**config.mk**
```make
export PLATFORM = sky130hd
export DESIGN_NAME = aocd_decoder
export DESIGN_NICKNAME = d
export VERILOG_FILES = /design/src/design/aocd_pkg.sv /design/src/design/aocd_clk_table.sv /design/src/design/aocd_decoder.sv
export SDC_FILE = /design/constraint.sdc
export NUM_CORES = 1
export LEC_CHECK = 0
export BUFFER_PORTS_ARGS = -buffer_cell sky130_fd_sc_hd__buf_2
export CORE_MARGIN = 2
export CORE_UTILIZATION = 35
export CTS_CLUSTER_SIZE = 28
export DETAILED_ROUTE_END_ITERATION = 8
export GPL_TIMING_DRIVEN = 0
export RECOVER_POWER = 25
export SYNTH_ARGS = -nofsm -noshare
export SYNTH_HDL_FRONTEND = slang
export SYNTH_SLANG_ARGS = --single-unit
```
**constraint.sdc**
```tcl
create_clock -name i_clk -period 5.06 [get_ports i_clk]
set_input_delay 1.012 -clock i_clk [delete_from_list [all_inputs] [get_ports i_clk]]
set_output_delay 1.012 -clock i_clk [all_outputs]
set_load 0.02 [all_outputs]
```
**src/design/aocd_pkg.sv**
```systemverilog
package aocd_pkg;

   typedef enum logic [3:0]
   {
      AOCD_OP_NONE = 4'b0000,
      AOCD_OP_SEG = 4'b0001,
      AOCD_OP_SUM = 4'b0010,
      AOCD_OP_SUMC = 4'b0011,
      AOCD_OP_DIFF = 4'b0100,
      AOCD_OP_BDIFF = 4'b0101,
      AOCD_OP_CMP = 4'b0110,
      AOCD_OP_NEG = 4'b0111,
      AOCD_OP_MUL = 4'b1000,
      AOCD_OP_INC = 4'b1001,
      AOCD_OP_DEC = 4'b1010,
      AOCD_OP_ASF = 4'b1011,
      AOCD_OP_ADF = 4'b1100,
      AOCD_OP_BSF = 4'b1101,
      AOCD_OP_BDF = 4'b1110,
      AOCD_OP_ILLEGAL = 4'b1111
   } aocd_op_t;

   typedef enum logic [1:0]
   {
      AOCD_KIND_SINGLE = 2'b00,
      AOCD_KIND_REGRM = 2'b01,
      AOCD_KIND_IMMRM = 2'b10,
      AOCD_KIND_ACC = 2'b11
   } aocd_kind_t;

   typedef enum logic [1:0]
   {
      AOCD_ST_OPCODE = 2'b00,
      AOCD_ST_MODRM = 2'b01,
      AOCD_ST_TAIL = 2'b10
   } aocd_state_t;

   localparam logic [7:0] PFX_CODE = 8'h2E;
   localparam logic [7:0] PFX_STACK = 8'h36;
   localparam logic [7:0] PFX_DATA = 8'h3E;
   localparam logic [7:0] PFX_EXTRA = 8'h26;
   localparam logic [5:0] OPC_SUM_RM = 6'h00;
   localparam logic [5:0] OPC_SUMC_RM = 6'h04;
   localparam logic [5:0] OPC_DIFF_RM = 6'h0A;
   localparam logic [5:0] OPC_BDIFF_RM = 6'h06;
   localparam logic [5:0] OPC_CMP_RM = 6'h0E;
   localparam logic [5:0] OPC_IMM_GRP = 6'h20;
   localparam logic [6:0] OPC_SUM_ACC = 7'h02;
   localparam logic [6:0] OPC_SUMC_ACC = 7'h0A;
   localparam logic [6:0] OPC_DIFF_ACC = 7'h16;
   localparam logic [6:0] OPC_BDIFF_ACC = 7'h0E;
   localparam logic [6:0] OPC_CMP_ACC = 7'h1E;
   localparam logic [6:0] OPC_UNARY_GRP = 7'h7B;
   localparam logic [6:0] OPC_STEP_GRP = 7'h7F;
   localparam logic [4:0] OPC_INC_SHORT = 5'h08;
   localparam logic [4:0] OPC_DEC_SHORT = 5'h09;
   localparam logic [7:0] OPC_ASCII_SUM = 8'h37;
   localparam logic [7:0] OPC_ASCII_DIFF = 8'h3F;
   localparam logic [7:0] OPC_BCD_SUM = 8'h27;
   localparam logic [7:0] OPC_BCD_DIFF = 8'h2F;

   localparam logic [2:0] SEL_SUM = 3'h0;
   localparam logic [2:0] SEL_SUMC = 3'h2;
   localparam logic [2:0] SEL_BDIFF = 3'h3;
   localparam logic [2:0] SEL_DIFF = 3'h5;
   localparam logic [2:0] SEL_CMP = 3'h7;
   localparam logic [2:0] SEL_NEG = 3'h3;
   localparam logic [2:0] SEL_MUL = 3'h4;
   localparam logic [2:0] SEL_INC = 3'h0;
   localparam logic [2:0] SEL_DEC = 3'h1;
   localparam logic [1:0] MOD_NODISP = 2'h0;
   localparam logic [1:0] MOD_DISP8 = 2'h1;
   localparam logic [1:0] MOD_DISP16 = 2'h2;
   localparam logic [1:0] MOD_REG = 2'h3;
   localparam logic [2:0] RM_DIRECT = 3'h6;

   localparam logic [7:0] CLK_PREFIX = 8'h02;
   localparam logic [7:0] CLK_RR_REG = 8'h03;
   localparam logic [7:0] CLK_RR_MEM = 8'h0A;
   localparam logic [7:0] CLK_IMM_REG = 8'h04;
   localparam logic [7:0] CLK_IMM_MEM = 8'h10;
   localparam logic [7:0] CLK_ACC_BYTE = 8'h03;
   localparam logic [7:0] CLK_ACC_WORD = 8'h04;
   localparam logic [7:0] CLK_STEP_REG = 8'h03;
   localparam logic [7:0] CLK_STEP_MEM = 8'h0F;
   localparam logic [7:0] CLK_SHORT = 8'h03;
   localparam logic [7:0] CLK_ASCII_SUM = 8'h08;
   localparam logic [7:0] CLK_ASCII_DIFF = 8'h07;
   localparam logic [7:0] CLK_BCD = 8'h04;
   localparam logic [7:0] CLK_MUL_RB_MIN = 8'h1A;
   localparam logic [7:0] CLK_MUL_RB_MAX = 8'h1C;
   localparam logic [7:0] CLK_MUL_RW_MIN = 8'h23;
   localparam logic [7:0] CLK_MUL_RW_MAX = 8'h25;
   localparam logic [7:0] CLK_MUL_MB_MIN = 8'h20;
   localparam logic [7:0] CLK_MUL_MB_MAX = 8'h22;
   localparam logic [7:0] CLK_MUL_MW_MIN = 8'h29;
   localparam logic [7:0] CLK_MUL_MW_MAX = 8'h2B;
   localparam logic [7:0] CLK_MUL_MW_MAX_NARROW = 8'h30;
   localparam logic [7:0] CLK_NARROW_WORD_EXTRA = 8'h04;

endpackage : aocd_pkg

```
**src/design/aocd_clk_table.sv**
```systemverilog
`timescale 1ns/10ps
module aocd_clk_table
   import aocd_pkg::*;
(
   input wire aocd_op_t i_op,
   input wire aocd_kind_t i_kind,
   input wire logic i_mem,
   input wire logic i_word,
   output logic [7:0] o_wide_min,
   output logic [7:0] o_wide_max,
   output logic [7:0] o_narrow_min,
   output logic [7:0] o_narrow_max
);

   logic is_mul;
   logic [7:0] rr_cnt;
   logic [7:0] imm_cnt;
   logic [7:0] acc_cnt;
   logic [7:0] step_cnt;
   logic [7:0] alu_cnt;
   logic [7:0] mul_min;
   logic [7:0] mul_max;
   logic [7:0] extra;

   assign is_mul = (i_op == AOCD_OP_MUL);
   assign rr_cnt = i_mem ? CLK_RR_MEM : CLK_RR_REG;
   assign imm_cnt = (i_op == AOCD_OP_CMP) ? rr_cnt
                  : (i_mem ? CLK_IMM_MEM : CLK_IMM_REG);
   assign acc_cnt = i_word ? CLK_ACC_WORD : CLK_ACC_BYTE;
   assign step_cnt = i_mem ? CLK_STEP_MEM : CLK_STEP_REG;
   assign alu_cnt = (i_kind == AOCD_KIND_IMMRM) ? imm_cnt
                  : (i_kind == AOCD_KIND_ACC) ? acc_cnt
                  : rr_cnt;
   assign mul_min = i_mem ? (i_word ? CLK_MUL_MW_MIN : CLK_MUL_MB_MIN)
                  : (i_word ? CLK_MUL_RW_MIN : CLK_MUL_RB_MIN);
   assign mul_max = i_mem ? (i_word ? CLK_MUL_MW_MAX : CLK_MUL_MB_MAX)
                  : (i_word ? CLK_MUL_RW_MAX : CLK_MUL_RB_MAX);

   always_comb
   begin
      case (i_op)
         AOCD_OP_SEG: o_wide_min = CLK_PREFIX;
         AOCD_OP_ASF: o_wide_min = CLK_ASCII_SUM;
         AOCD_OP_ADF: o_wide_min = CLK_ASCII_DIFF;
         AOCD_OP_BSF: o_wide_min = CLK_BCD;
         AOCD_OP_BDF: o_wide_min = CLK_BCD;
         AOCD_OP_INC: o_wide_min = (i_kind == AOCD_KIND_SINGLE) ? CLK_SHORT : step_cnt;
         AOCD_OP_DEC: o_wide_min = (i_kind == AOCD_KIND_SINGLE) ? CLK_SHORT : step_cnt;
         AOCD_OP_MUL: o_wide_min = mul_min;
         AOCD_OP_SUM: o_wide_min = alu_cnt;
         AOCD_OP_SUMC: o_wide_min = alu_cnt;
         AOCD_OP_DIFF: o_wide_min = alu_cnt;
         AOCD_OP_BDIFF: o_wide_min = alu_cnt;
         AOCD_OP_CMP: o_wide_min = alu_cnt;
         AOCD_OP_NEG: o_wide_min = rr_cnt;
         default: o_wide_min = 8'h00;
      endcase
   end

   assign o_wide_max = is_mul ? mul_max : o_wide_min;
   // Clock counts are quoted for the wide bus; on the narrow bus word memory traffic costs a second transfer
   assign extra = (i_mem && i_word && !is_mul
                  && (i_kind == AOCD_KIND_REGRM || i_kind == AOCD_KIND_IMMRM))
                  ? CLK_NARROW_WORD_EXTRA : 8'h00;
   assign o_narrow_min = o_wide_min + extra;
   assign o_narrow_max = (is_mul && i_mem && i_word) ? CLK_MUL_MW_MAX_NARROW
                       : o_wide_max + extra;

endmodule : aocd_clk_table

```
**src/design/aocd_decoder.sv**
```systemverilog
`timescale 1ns/10ps
module aocd_decoder
   import aocd_pkg::*;
(
   input wire logic i_clk,
   input wire logic i_rst_b,
   input wire logic i_byte_valid,
   input wire logic [7:0] i_byte,
   output logic o_byte_ready,
   output logic o_op_valid,
   output aocd_op_t o_op,
   output aocd_kind_t o_kind,
   output logic [1:0] o_seg_field,
   output logic o_size_bit,
   output logic o_orient_bit,
   output logic o_widen_bit,
   output logic o_mem,
   output logic [1:0] o_addr_kind_field,
   output logic [2:0] o_operand_select_field,
   output logic [2:0] o_mem_operand_field,
   output logic [1:0] o_disp_count,
   output logic [1:0] o_imm_count,
   output logic [7:0] o_clk_wide_min,
   output logic [7:0] o_clk_wide_max,
   output logic [7:0] o_clk_narrow_min,
   output logic [7:0] o_clk_narrow_max
);

   aocd_state_t state_reg;
   aocd_state_t state_next;
   aocd_op_t op_reg;
   aocd_kind_t kind_reg;
   logic [7:0] opc_reg;
   logic [7:0] modrm_reg;
   logic [2:0] left_reg;
   logic [2:0] left_next;
   logic ready_reg;

   logic take;
   logic is_prefix;
   aocd_op_t dec_op;
   aocd_kind_t dec_kind;
   logic [1:0] acc_imm;
   logic [1:0] grp_imm;
   logic [1:0] disp_cnt;
   logic [1:0] imm_cnt;
   aocd_op_t grp_op;
   logic [2:0] sel;
   logic [7:0] fin_opc;
   logic [7:0] fin_modrm;
   aocd_op_t fin_op;
   aocd_kind_t fin_kind;
   logic fin_mem;
   logic done;
   logic [7:0] c_wide_min;
   logic [7:0] c_wide_max;
   logic [7:0] c_narrow_min;
   logic [7:0] c_narrow_max;

   assign take = i_byte_valid && ready_reg;
   assign is_prefix = (i_byte == PFX_CODE) || (i_byte == PFX_STACK)
                    || (i_byte == PFX_DATA) || (i_byte == PFX_EXTRA);

   // Prefix match goes first: 26/2E/36/3E sit inside the fix-up opcode neighbourhood
   assign dec_op = is_prefix ? AOCD_OP_SEG
      : (i_byte == OPC_ASCII_SUM) ? AOCD_OP_ASF
      : (i_byte == OPC_ASCII_DIFF) ? AOCD_OP_ADF
      : (i_byte == OPC_BCD_SUM) ? AOCD_OP_BSF
      : (i_byte == OPC_BCD_DIFF) ? AOCD_OP_BDF
      : (i_byte[7:2] == OPC_SUM_RM) ? AOCD_OP_SUM
      : (i_byte[7:2] == OPC_SUMC_RM) ? AOCD_OP_SUMC
      : (i_byte[7:2] == OPC_DIFF_RM) ? AOCD_OP_DIFF
      : (i_byte[7:2] == OPC_BDIFF_RM) ? AOCD_OP_BDIFF
      : (i_byte[7:2] == OPC_CMP_RM) ? AOCD_OP_CMP
      : (i_byte[7:1] == OPC_SUM_ACC) ? AOCD_OP_SUM
      : (i_byte[7:1] == OPC_SUMC_ACC) ? AOCD_OP_SUMC
      : (i_byte[7:1] == OPC_DIFF_ACC) ? AOCD_OP_DIFF
      : (i_byte[7:1] == OPC_BDIFF_ACC) ? AOCD_OP_BDIFF
      : (i_byte[7:1] == OPC_CMP_ACC) ? AOCD_OP_CMP
      : (i_byte[7:3] == OPC_INC_SHORT) ? AOCD_OP_INC
      : (i_byte[7:3] == OPC_DEC_SHORT) ? AOCD_OP_DEC
      : ((i_byte[7:2] == OPC_IMM_GRP) || (i_byte[7:1] == OPC_UNARY_GRP)
         || (i_byte[7:1] == OPC_STEP_GRP)) ? AOCD_OP_NONE
      : AOCD_OP_ILLEGAL;

   assign dec_kind = (i_byte[7:2] == OPC_IMM_GRP) ? AOCD_KIND_IMMRM
      : ((i_byte[7:1] == OPC_UNARY_GRP) || (i_byte[7:1] == OPC_STEP_GRP)
         || (i_byte[7:2] == OPC_SUM_RM) || (i_byte[7:2] == OPC_SUMC_RM)
         || (i_byte[7:2] == OPC_DIFF_RM) || (i_byte[7:2] == OPC_BDIFF_RM)
         || (i_byte[7:2] == OPC_CMP_RM)) ? AOCD_KIND_REGRM
      : ((i_byte[7:1] == OPC_SUM_ACC) || (i_byte[7:1] == OPC_SUMC_ACC)
         || (i_byte[7:1] == OPC_DIFF_ACC) || (i_byte[7:1] == OPC_BDIFF_ACC)
         || (i_byte[7:1] == OPC_CMP_ACC)) ? AOCD_KIND_ACC
      : AOCD_KIND_SINGLE;

   assign acc_imm = {1'b0, i_byte[0]} + 2'h1;
   // Sign-extended byte (s=1) never needs a high data byte
   assign grp_imm = (opc_reg[1:0] == 2'b01) ? 2'h2 : 2'h1;

   assign sel = i_byte[5:3];
   assign grp_op = (opc_reg[7:2] == OPC_IMM_GRP) ?
        ((sel == SEL_SUM) ? AOCD_OP_SUM
         : (sel == SEL_SUMC) ? AOCD_OP_SUMC
         : (sel == SEL_BDIFF) ? AOCD_OP_BDIFF
         : (sel == SEL_DIFF) ? AOCD_OP_DIFF
         : (sel == SEL_CMP) ? AOCD_OP_CMP : AOCD_OP_ILLEGAL)
      : (opc_reg[7:1] == OPC_UNARY_GRP) ?
        ((sel == SEL_NEG) ? AOCD_OP_NEG
         : (sel == SEL_MUL) ? AOCD_OP_MUL : AOCD_OP_ILLEGAL)
      : (opc_reg[7:1] == OPC_STEP_GRP) ?
        ((sel == SEL_INC) ? AOCD_OP_INC
         : (sel == SEL_DEC) ? AOCD_OP_DEC : AOCD_OP_ILLEGAL)
      : op_reg;

   assign disp_cnt = (i_byte[7:6] == MOD_DISP16) ? 2'h2
                   : (i_byte[7:6] == MOD_DISP8) ? 2'h1
                   : (i_byte[7:6] == MOD_NODISP && i_byte[2:0] == RM_DIRECT) ? 2'h2
                   : 2'h0;
   assign imm_cnt = (kind_reg == AOCD_KIND_IMMRM) ? grp_imm : 2'h0;

   assign fin_opc = (state_reg == AOCD_ST_OPCODE) ? i_byte : opc_reg;
   assign fin_modrm = (state_reg == AOCD_ST_MODRM) ? i_byte : modrm_reg;
   assign fin_op = (state_reg == AOCD_ST_OPCODE) ? dec_op
                 : (state_reg == AOCD_ST_MODRM) ? grp_op : op_reg;
   assign fin_kind = (state_reg == AOCD_ST_OPCODE) ? dec_kind : kind_reg;
   assign fin_mem = (fin_kind == AOCD_KIND_REGRM || fin_kind == AOCD_KIND_IMMRM)
                 && (fin_modrm[7:6] != MOD_REG);

   // Illegal group selections end at the operand byte; their length is not known here
   always_comb
   begin
      state_next = state_reg;
      left_next = left_reg;
      done = 1'b0;
      case (state_reg)
         AOCD_ST_OPCODE:
         begin
            if (take)
            begin
               if (dec_kind == AOCD_KIND_REGRM || dec_kind == AOCD_KIND_IMMRM)
                  state_next = AOCD_ST_MODRM;
               else if (dec_kind == AOCD_KIND_ACC)
               begin
                  state_next = AOCD_ST_TAIL;
                  left_next = {1'b0, acc_imm};
               end
               else
                  done = 1'b1;
            end
         end
         AOCD_ST_MODRM:
         begin
            if (take)
            begin
               left_next = {1'b0, disp_cnt} + {1'b0, imm_cnt};
               if (grp_op == AOCD_OP_ILLEGAL || left_next == 3'h0)
               begin
                  state_next = AOCD_ST_OPCODE;
                  done = 1'b1;
               end
               else
                  state_next = AOCD_ST_TAIL;
            end
         end
         AOCD_ST_TAIL:
         begin
            if (take)
            begin
               left_next = left_reg - 3'h1;
               if (left_reg == 3'h1)
               begin
                  state_next = AOCD_ST_OPCODE;
                  done = 1'b1;
               end
            end
         end
         default:
         begin
            state_next = AOCD_ST_OPCODE;
            left_next = 3'h0;
         end
      endcase
   end

   aocd_clk_table u_clk_table
   (
      .i_op(fin_op),
      .i_kind(fin_kind),
      .i_mem(fin_mem),
      .i_word(fin_opc[0]),
      .o_wide_min(c_wide_min),
      .o_wide_max(c_wide_max),
      .o_narrow_min(c_narrow_min),
      .o_narrow_max(c_narrow_max)
   );

   always_ff @(posedge i_clk)
   begin
      if (!i_rst_b)
      begin
         state_reg <= AOCD_ST_OPCODE;
         ready_reg <= 1'b0;
         left_reg <= 3'h0;
         op_reg <= AOCD_OP_NONE;
         kind_reg <= AOCD_KIND_SINGLE;
         opc_reg <= 8'h00;
         modrm_reg <= 8'h00;
      end
      else
      begin
         state_reg <= state_next;
         ready_reg <= 1'b1;
         left_reg <= left_next;
         if (take && state_reg == AOCD_ST_OPCODE)
         begin
            opc_reg <= i_byte;
            op_reg <= dec_op;
            kind_reg <= dec_kind;
            modrm_reg <= 8'h00;
         end
         if (take && state_reg == AOCD_ST_MODRM)
         begin
            modrm_reg <= i_byte;
            op_reg <= grp_op;
         end
      end
   end

   always_ff @(posedge i_clk)
   begin
      if (!i_rst_b)
      begin
         o_op_valid <= 1'b0;
         o_op <= AOCD_OP_NONE;
         o_kind <= AOCD_KIND_SINGLE;
         o_seg_field <= 2'h0;
         o_size_bit <= 1'b0;
         o_orient_bit <= 1'b0;
         o_widen_bit <= 1'b0;
         o_mem <= 1'b0;
         o_addr_kind_field <= 2'h0;
         o_operand_select_field <= 3'h0;
         o_mem_operand_field <= 3'h0;
         o_disp_count <= 2'h0;
         o_imm_count <= 2'h0;
         o_clk_wide_min <= 8'h00;
         o_clk_wide_max <= 8'h00;
         o_clk_narrow_min <= 8'h00;
         o_clk_narrow_max <= 8'h00;
      end
      else
      begin
         o_op_valid <= done;
         if (done)
         begin
            o_op <= fin_op;
            o_kind <= fin_kind;
            o_seg_field <= (fin_op == AOCD_OP_SEG) ? fin_opc[4:3] : 2'h0;
            o_size_bit <= fin_opc[0];
            o_orient_bit <= fin_opc[1];
            o_widen_bit <= (fin_kind == AOCD_KIND_IMMRM) && fin_opc[1];
            o_mem <= fin_mem;
            o_addr_kind_field <= fin_modrm[7:6];
            o_operand_select_field <= fin_modrm[5:3];
            o_mem_operand_field <= fin_modrm[2:0];
            o_disp_count <= fin_mem ? disp_cnt_of(fin_modrm) : 2'h0;
            o_imm_count <= (fin_kind == AOCD_KIND_IMMRM) ? grp_imm
                         : (fin_kind == AOCD_KIND_ACC) ? opc_reg[0] + 2'h1 : 2'h0;
            o_clk_wide_min <= c_wide_min;
            o_clk_wide_max <= c_wide_max;
            o_clk_narrow_min <= c_narrow_min;
            o_clk_narrow_max <= c_narrow_max;
         end
      end
   end

   assign o_byte_ready = ready_reg;

   function automatic logic [1:0] disp_cnt_of(input logic [7:0] mrm);
      disp_cnt_of = (mrm[7:6] == MOD_DISP16) ? 2'h2
                  : (mrm[7:6] == MOD_DISP8) ? 2'h1
                  : (mrm[7:6] == MOD_NODISP && mrm[2:0] == RM_DIRECT) ? 2'h2 : 2'h0;
   endfunction : disp_cnt_of
endmodule : aocd_decoder

```
-- Yosys cells after proc, flatten, opt, wreduce, memory -nomap -nowiden
Cells that the tools add are included.
- memories kept: 0
- output and inout bits: 58
- flip-flop bits (word level): 85
- memory bits (writable): 0
- ROM bits: 0
- input port bits: 11
- latch bits: 0
- $lt $le $gt $ge: 0
- equal/unequal tests: 71
- shift operators: 0
- add/subtract/negate cells: 6
- bitwise operators: 0
- div/mod/pow operators: 0
- $mul: 0
- multiplexer cells: 95
- reductions and logical operators: 44
- operators with widths (kind ; count):
    $mux 4 ; 35
    $mux 8 ; 11
    $eq 8x6->1 const B ; 8
    $pmux 8 s8 ; 1
    $mux 2 ; 23
    $eq 4x4->1 const B ; 8
    $mux 3 ; 10
    $eq 7x7->1 const B ; 4
    $logic_or 1x1->1 ; 18
    $add 8x8->8 ; 2
    $eq 2x2->1 const B ; 8
    $eq 4x3->1 const B ; 4
    $eq 3x3->1 const B ; 5
    $eq 7x4->1 const B ; 2
    $eq 7x5->1 const B ; 2
    $eq 2x1->1 const B ; 6
    $eq 6x3->1 const B ; 2
    $eq 6x4->1 const B ; 2
    $eq 6x6->1 const B ; 2
    $logic_and 1x1->1 ; 12
    $mux 6 ; 2
    $ne 2x2->1 const B ; 6
    $eq 5x4->1 const B ; 2
    $mux 5 ; 2
    22 further kinds ; 39

-- Depth between registers and ports, before layout
- depth after elaboration: 29
- mapped depth: 20
- mapped depth without buffers: 18

-- Hierarchy
Synthesis repeated with hierarchy kept, for this count alone.
- cell total of the unflattened synthesis: 641
- area, all modules: 5218.8 um^2
- by module, submodules not included (module ; area each (um^2) ; cells an instance ; seq. area each (um^2) ; times used):
    aocd_decoder ; 4505.6 ; 547 ; 1701.6 ; 1
    aocd_clk_table ; 713.2 ; 94 ; 0.0 ; 1

-- Worst setup path before layout
OpenSTA, ideal clock, no wires.
- path type: input-to-reg
- start point: in i_byte[3]
- end point: reg o_clk_narrow_min[4]
- path slack: 0.941 ns
- arrival: 3.994 ns
- library setup time: 0.125 ns
- buffers on the path: 2
- stages: 19
- data required time: 4.935 ns
- cell sequence: buf_2 buf_2 nand2_1 and4_1 nor2_1 a21oi_1 inv_1 ha_1 o211ai_1 clkinv_1 nand2_1 a21oi_1 o2111ai_1 o21ai_1 nor3_1 inv_1 ha_1 xor2_1 o2bb2ai_1
- elaborated cells between the ends (all ways): 131
- those cells by class: 1 x add/sub; 49 x eq/ne; 52 x mux; 29 x reduce/logical
- RTL lines (element ; line ; source):
    start, declared ; aocd_decoder.sv:8 ; input wire logic [7:0] i_byte,
    $eq 7x7->1 ; aocd_decoder.sv:87 ; : ((i_byte[7:1] == OPC_UNARY_GRP) || (i_byte[7:1] == OPC_STEP_GRP)
    $logic_or 1x1->1 ; aocd_decoder.sv:87 ;
    $logic_or 1x1->1 (2 in series) ; aocd_decoder.sv:88 ; || (i_byte[7:2] == OPC_SUM_RM) || (i_byte[7:2] == OPC_SUMC_RM)
    $logic_or 1x1->1 (2 in series) ; aocd_decoder.sv:89 ; || (i_byte[7:2] == OPC_DIFF_RM) || (i_byte[7:2] == OPC_BDIFF_RM)
    $logic_or 1x1->1 ; aocd_decoder.sv:90 ; || (i_byte[7:2] == OPC_CMP_RM)) ? AOCD_KIND_REGRM
    $mux 2 ; aocd_decoder.sv:90 ;
    $mux 2 (*) ; aocd_decoder.sv:86 ; assign dec_kind = (i_byte[7:2] == OPC_IMM_GRP) ? AOCD_KIND_IMMRM
    $mux 2 (*) ; aocd_decoder.sv:125 ; assign fin_kind = (state_reg == AOCD_ST_OPCODE) ? dec_kind : kind_reg;
    via fin_kind[0] ; aocd_decoder.sv:52 ; aocd_kind_t fin_kind;
    [... 2 more ...] ; n/a ;
    $logic_and 1x1->1 (*) ; aocd_decoder.sv:127 ; && (fin_modrm[7:6] != MOD_REG);
    via fin_mem ; aocd_decoder.sv:53 ; logic fin_mem;
    $mux 4 ; aocd_clk_table.sv:26 ; assign rr_cnt = i_mem ? CLK_RR_MEM : CLK_RR_REG;
    $mux 8 (on tied branches) ; aocd_clk_table.sv:32, aocd_clk_table.sv:27 ;
    $mux 8 ; aocd_clk_table.sv:31 ; assign alu_cnt = (i_kind == AOCD_KIND_IMMRM) ? imm_cnt
    $pmux 8 s8 (*) ; aocd_clk_table.sv:41 ; case (i_op)
    via c_wide_min[3] ; aocd_decoder.sv:55 ; logic [7:0] c_wide_min;
    $add 8x8->8 (*) ; aocd_clk_table.sv:65 ; assign o_narrow_min = o_wide_min + extra;
    end signal, assigned ; aocd_decoder.sv:271 ; o_clk_narrow_min <= c_narrow_min;
    end, declared ; aocd_decoder.sv:25 ; output logic [7:0] o_clk_narrow_min,
The timed path passes the listed nets; every way through them passes the cells marked *.
A chain may end at the register's enable or synchronous reset.

-- Worst setup path in the final report
- start point: in i_byte[5]
- end point: reg o_clk_narrow_max[4]
- elaborated cells between the ends (all ways): 136
- those cells by class: 1 x add/sub; 49 x eq/ne; 55 x mux; 31 x reduce/logical
- RTL lines (element ; line ; source):
    $eq 7x7->1 ; aocd_decoder.sv:87 ;
    $logic_or 1x1->1 ; aocd_decoder.sv:87 ;
    $logic_or 1x1->1 (2 in series) ; aocd_decoder.sv:88 ;
    $logic_or 1x1->1 (2 in series) ; aocd_decoder.sv:89 ;
    $logic_or 1x1->1 ; aocd_decoder.sv:90 ;
    $mux 2 ; aocd_decoder.sv:90 ;
    $mux 2 (*) ; aocd_decoder.sv:86 ;
    $mux 2 (*) ; aocd_decoder.sv:125 ;
    via fin_kind[0] ; aocd_decoder.sv:52 ;
    [... 4 more ...] ; n/a ;
    $mux 8 ; aocd_clk_table.sv:27 ; assign imm_cnt = (i_op == AOCD_OP_CMP) ? rr_cnt
    $mux 8 ; aocd_clk_table.sv:31 ;
    $pmux 8 s8 (*) ; aocd_clk_table.sv:41 ;
    via c_wide_min[2] ; aocd_decoder.sv:55 ;
    $mux 8 (*) ; aocd_clk_table.sv:60 ; assign o_wide_max = is_mul ? mul_max : o_wide_min;
    via c_wide_max[2] ; aocd_decoder.sv:56 ; logic [7:0] c_wide_max;
    $add 8x8->8 (*) ; aocd_clk_table.sv:67 ; : o_wide_max + extra;
    $mux 8 (*) ; aocd_clk_table.sv:66 ; assign o_narrow_max = (is_mul && i_mem && i_word) ? CLK_MUL_MW_MAX_NARROW
    end signal, assigned ; aocd_decoder.sv:272 ; o_clk_narrow_max <= c_narrow_max;
    end, declared ; aocd_decoder.sv:26 ; output logic [7:0] o_clk_narrow_max
Marks and branches as above.

==> results_dict.tcl <==
set metrics [dict create \
    drc 0 \
    dp_slack_ns -0.458 \
    clock_power_share 0.248 \
    power_density_nw_per_um2 518 \
    ys_seq_area_frac 0.339 \
    worstPathArrival_ns 4.92 \
    via_per_inst 5.51 \
    cts_root_buffer "clkbuf_16" \
    wl_per_cell_um 17.5 \
    drive_gt1_frac 0.137 \
    finalNetCount 685 \
    die_h_um 118 \
    hold_depth 2 \
    layout_setup_ws_ns 0.327 \
    async_flop_share 0 \
    synth_cell_type_count 75 \
    grt_pass1_vias 4224 \
    clock-sinks 77 \
    synth_commonest_cells "dfxtp_1 (77), nand2_1 (76), nor2_1 (62), a21oi_1 (53), o21ai_0 (23)" \
    layout_min_cycle_time_ns 4.73 \
    route.vias.total 4581 \
    required_ns 5.25 \
    ctsHoldBuffers 0 \
    synth_edf_count 0 \
    yosysTopAreaCell "dfxtp_1" \
    diodes 0 \
    first_iter_violations 311 \
    crit_path_max_incr_delay_ns 0.41 \
    fillCellCount 1354 \
    row_count 41 \
    highest_layer "met4" \
    ff2ff_setup_slack_ns 0.33 \
    p_seq_frac 0.273 \
    drt_wl_total_mm 14.6 \
    hold_end "o_clk_narrow_max[2]" \
    synth_area_um2 4550 \
    grt_pass1_wl_mm 23.4 \
    path_class "input pin to flip-flop" \
    avgSynthCellArea_um2 7.84 \
    syn_to_final_growth_pct 17.8 \
    grt_max_degree 20 \
    status "complete, no violations" \
    max-vdd-ir-drop_v 0.000231 \
    setup-violations-final 0 \
    place_congestion 0.908 \
    die-area_um2 13900 \
    post-synth-top-count-cell "dfxtp_1" \
    die_w_um 118 \
    fin_cells 831 \
    cpMaxStageDelayCell "o211ai_1" \
    clockBufferDepth 2 \
    cts_made_buffers 9 \
    regToRegEndpoint "o_clk_narrow_max[4]" \
    critPathLaunchType "input pin" \
    dp_cells 816 \
    routedLengthMet1_mm 6.86 \
    netSwitchingPower_uw 1220 \
    drv_cap 0 \
    tightest_slew_ns 0.859 \
    grt_setup_unrepaired "false" \
    internal_power_uw 1560 \
    crit_fanout 10 \
    total_power_uw 2780 \
    synthCells 580 \
    first_pass_iters 6 \
    dp_hpwl_mm 10.9 \
    reg2reg_depth 17 \
    initial_core_util 0.359 \
    endpoint_kind "flip-flop" \
    gr-usage-all-layers 0.209 \
    clock_latency_ns 0.34 \
    netlist.area_leader.share 0.339 \
    ys_ff_latch 77 \
    antenna_found_initial 0 \
    holdWs_ns 0.452 \
    ant_nets 0 \
    path_delay_family "compound AO/OA/AOI/OAI gates" \
    met3WireLength_um 977 \
    cts_tree "done" \
    core-area_um2 12700 \
    synth_flop_cell "dfxtp_1" \
    htreeDepth 3 \
    path_buf_inv 3 \
    wl_met2_mm 6.60 \
    hp-class "flip-flop to flip-flop" \
    r2r_start "state_reg[1]" \
    fmax_mhz 211 \
    swShare 0.439 \
    hold_viol 0 \
    p_leak_uw 0.00212 \
    slew_headroom 0.425 \
    period_share 0.935 \
    fin_setup_tns_ns 0 \
    cp_cell_sequence "buf_2, buf_6, nor2_1, nand2_1, and4_1, nor2_1, a21oi_1, inv_1, ha_1, o211ai_1, nor2_1, a311oi_1, a32oi_1, or2_1, ha_1, ha_1, xnor2_1, a31oi_1" \
    hold_start "o_clk_narrow_max[2]" \
    final-max-slew-violation-count 0 \
    clock_skew_ns 0.00510 \
    synthTopCellsByArea "dfxtp_1 (34%), nand2_1 (6.3%), a21oi_1 (5.8%), ha_1 (5.2%), nor2_1 (5.1%)" \
    io_buffer_count 59 \
    pin_count 69 \
    yosysWarnings 0 \
    combPwrFrac 0.479 \
    grt_overflow 0 \
    clkTransAtPathRegs_ns 0.06 \
]
-- per-layer routing --
| metal | global-route usage | vias up |
|---|---|---|
| met5 | 0 | - |
| met4 | 0.0429 | 0 |
| met3 | 0.0470 | 13 |
| met2 | 0.327 | 166 |
| met1 | 0.295 | 2191 |
| li1 | - | 2211 |
-- worst min-delay path: cells and delay by family, from the launching register on --
| kind | cells | cell delay, ns |
|---|---|---|
| AND/OR/NAND/NOR | 1 | 0.05 |
| flip-flops | 1 | 0.31 |
| AO/OA/AOI/OAI | 1 | 0.05 |
-- how the worst max path moves through the flow --
stage                                     end          from  cells past startpoint  slack, ns
after global placement    o_clk_narrow_min[4]  state_reg[0]                     20      -0.46
final                     o_clk_narrow_max[4]     i_byte[5]                     18       0.33
after floorplan           o_clk_narrow_min[4]     i_byte[3]                     19       0.94
after detailed placement  o_clk_narrow_min[4]  state_reg[0]                     20      -0.46
after CTS                 o_clk_narrow_min[4]  state_reg[0]                     19       0.16
after global routing      o_clk_narrow_max[4]  state_reg[1]                     17       0.07
-- what timing repair did --
action	in CTS	in global routing
gates resized for setup	2	3
setup endpoints to repair	6	4
setup buffers	0	0
-- per-stage QoR --
step	cell area (um2)	util
after global routing	5360	0.423
after detailed placement	5080	0.401
after floorplan	4570	-
after CTS	5390	0.425
after global placement	5080	0.401
final	5360	0.423
-- layout by cell type, fill, tap and decap left out, drive strengths merged, types with 7 or more instances in the layout --
cell and n:
a211oi 16, a21oi 54, a22oi 10, a31oi 7, and3 9, buf 56, clkbuf 61, dfxtp 77
ha 19, inv 21, mux2i 14, nand2 76, nand3 20, nor2 62, nor2b 9, nor3 9
o21ai 33
-- area by class of cell --
type	count	area (um2)	share of cell area
Buffer	48	265	0.0495
Clock buffer	10	229	0.0427
Clock inverter	6	86.3	0.0161
Inverter	21	80.1	0.0149
Multi-Input combinational cell	438	2690	0.501
Sequential cell	77	1540	0.288
Tap cell	172	215	0.0402
Timing Repair Buffer	59	255	0.0476
-- cells by family (layout without fill, tap and decap cells) --
family,after synthesis,count (layout),synth area share
simple gates,222,222,0.235
compound gates,169,169,0.247
flops,77,77,0.339
buf+inv,70,144,0.0757
fa+ha+maj,20,20,0.0567
mux,17,17,0.0382
xor+xnor,4,4,0.00770
other cells,1,6,0.000825
-- power by group through the flow --
stage          Sequential [uW]  Clock, uW  Combinational, uW
2_1_floorplan              837          0                859
3_3_place_gp               765          0               1310
3_5_place_dp               767          0               1310
4_1_cts                    756        702               1320
5_1_grt                    770        730               1460
6_report                   757        689               1330
Note: power is estimated with default switching activity, not from simulation.
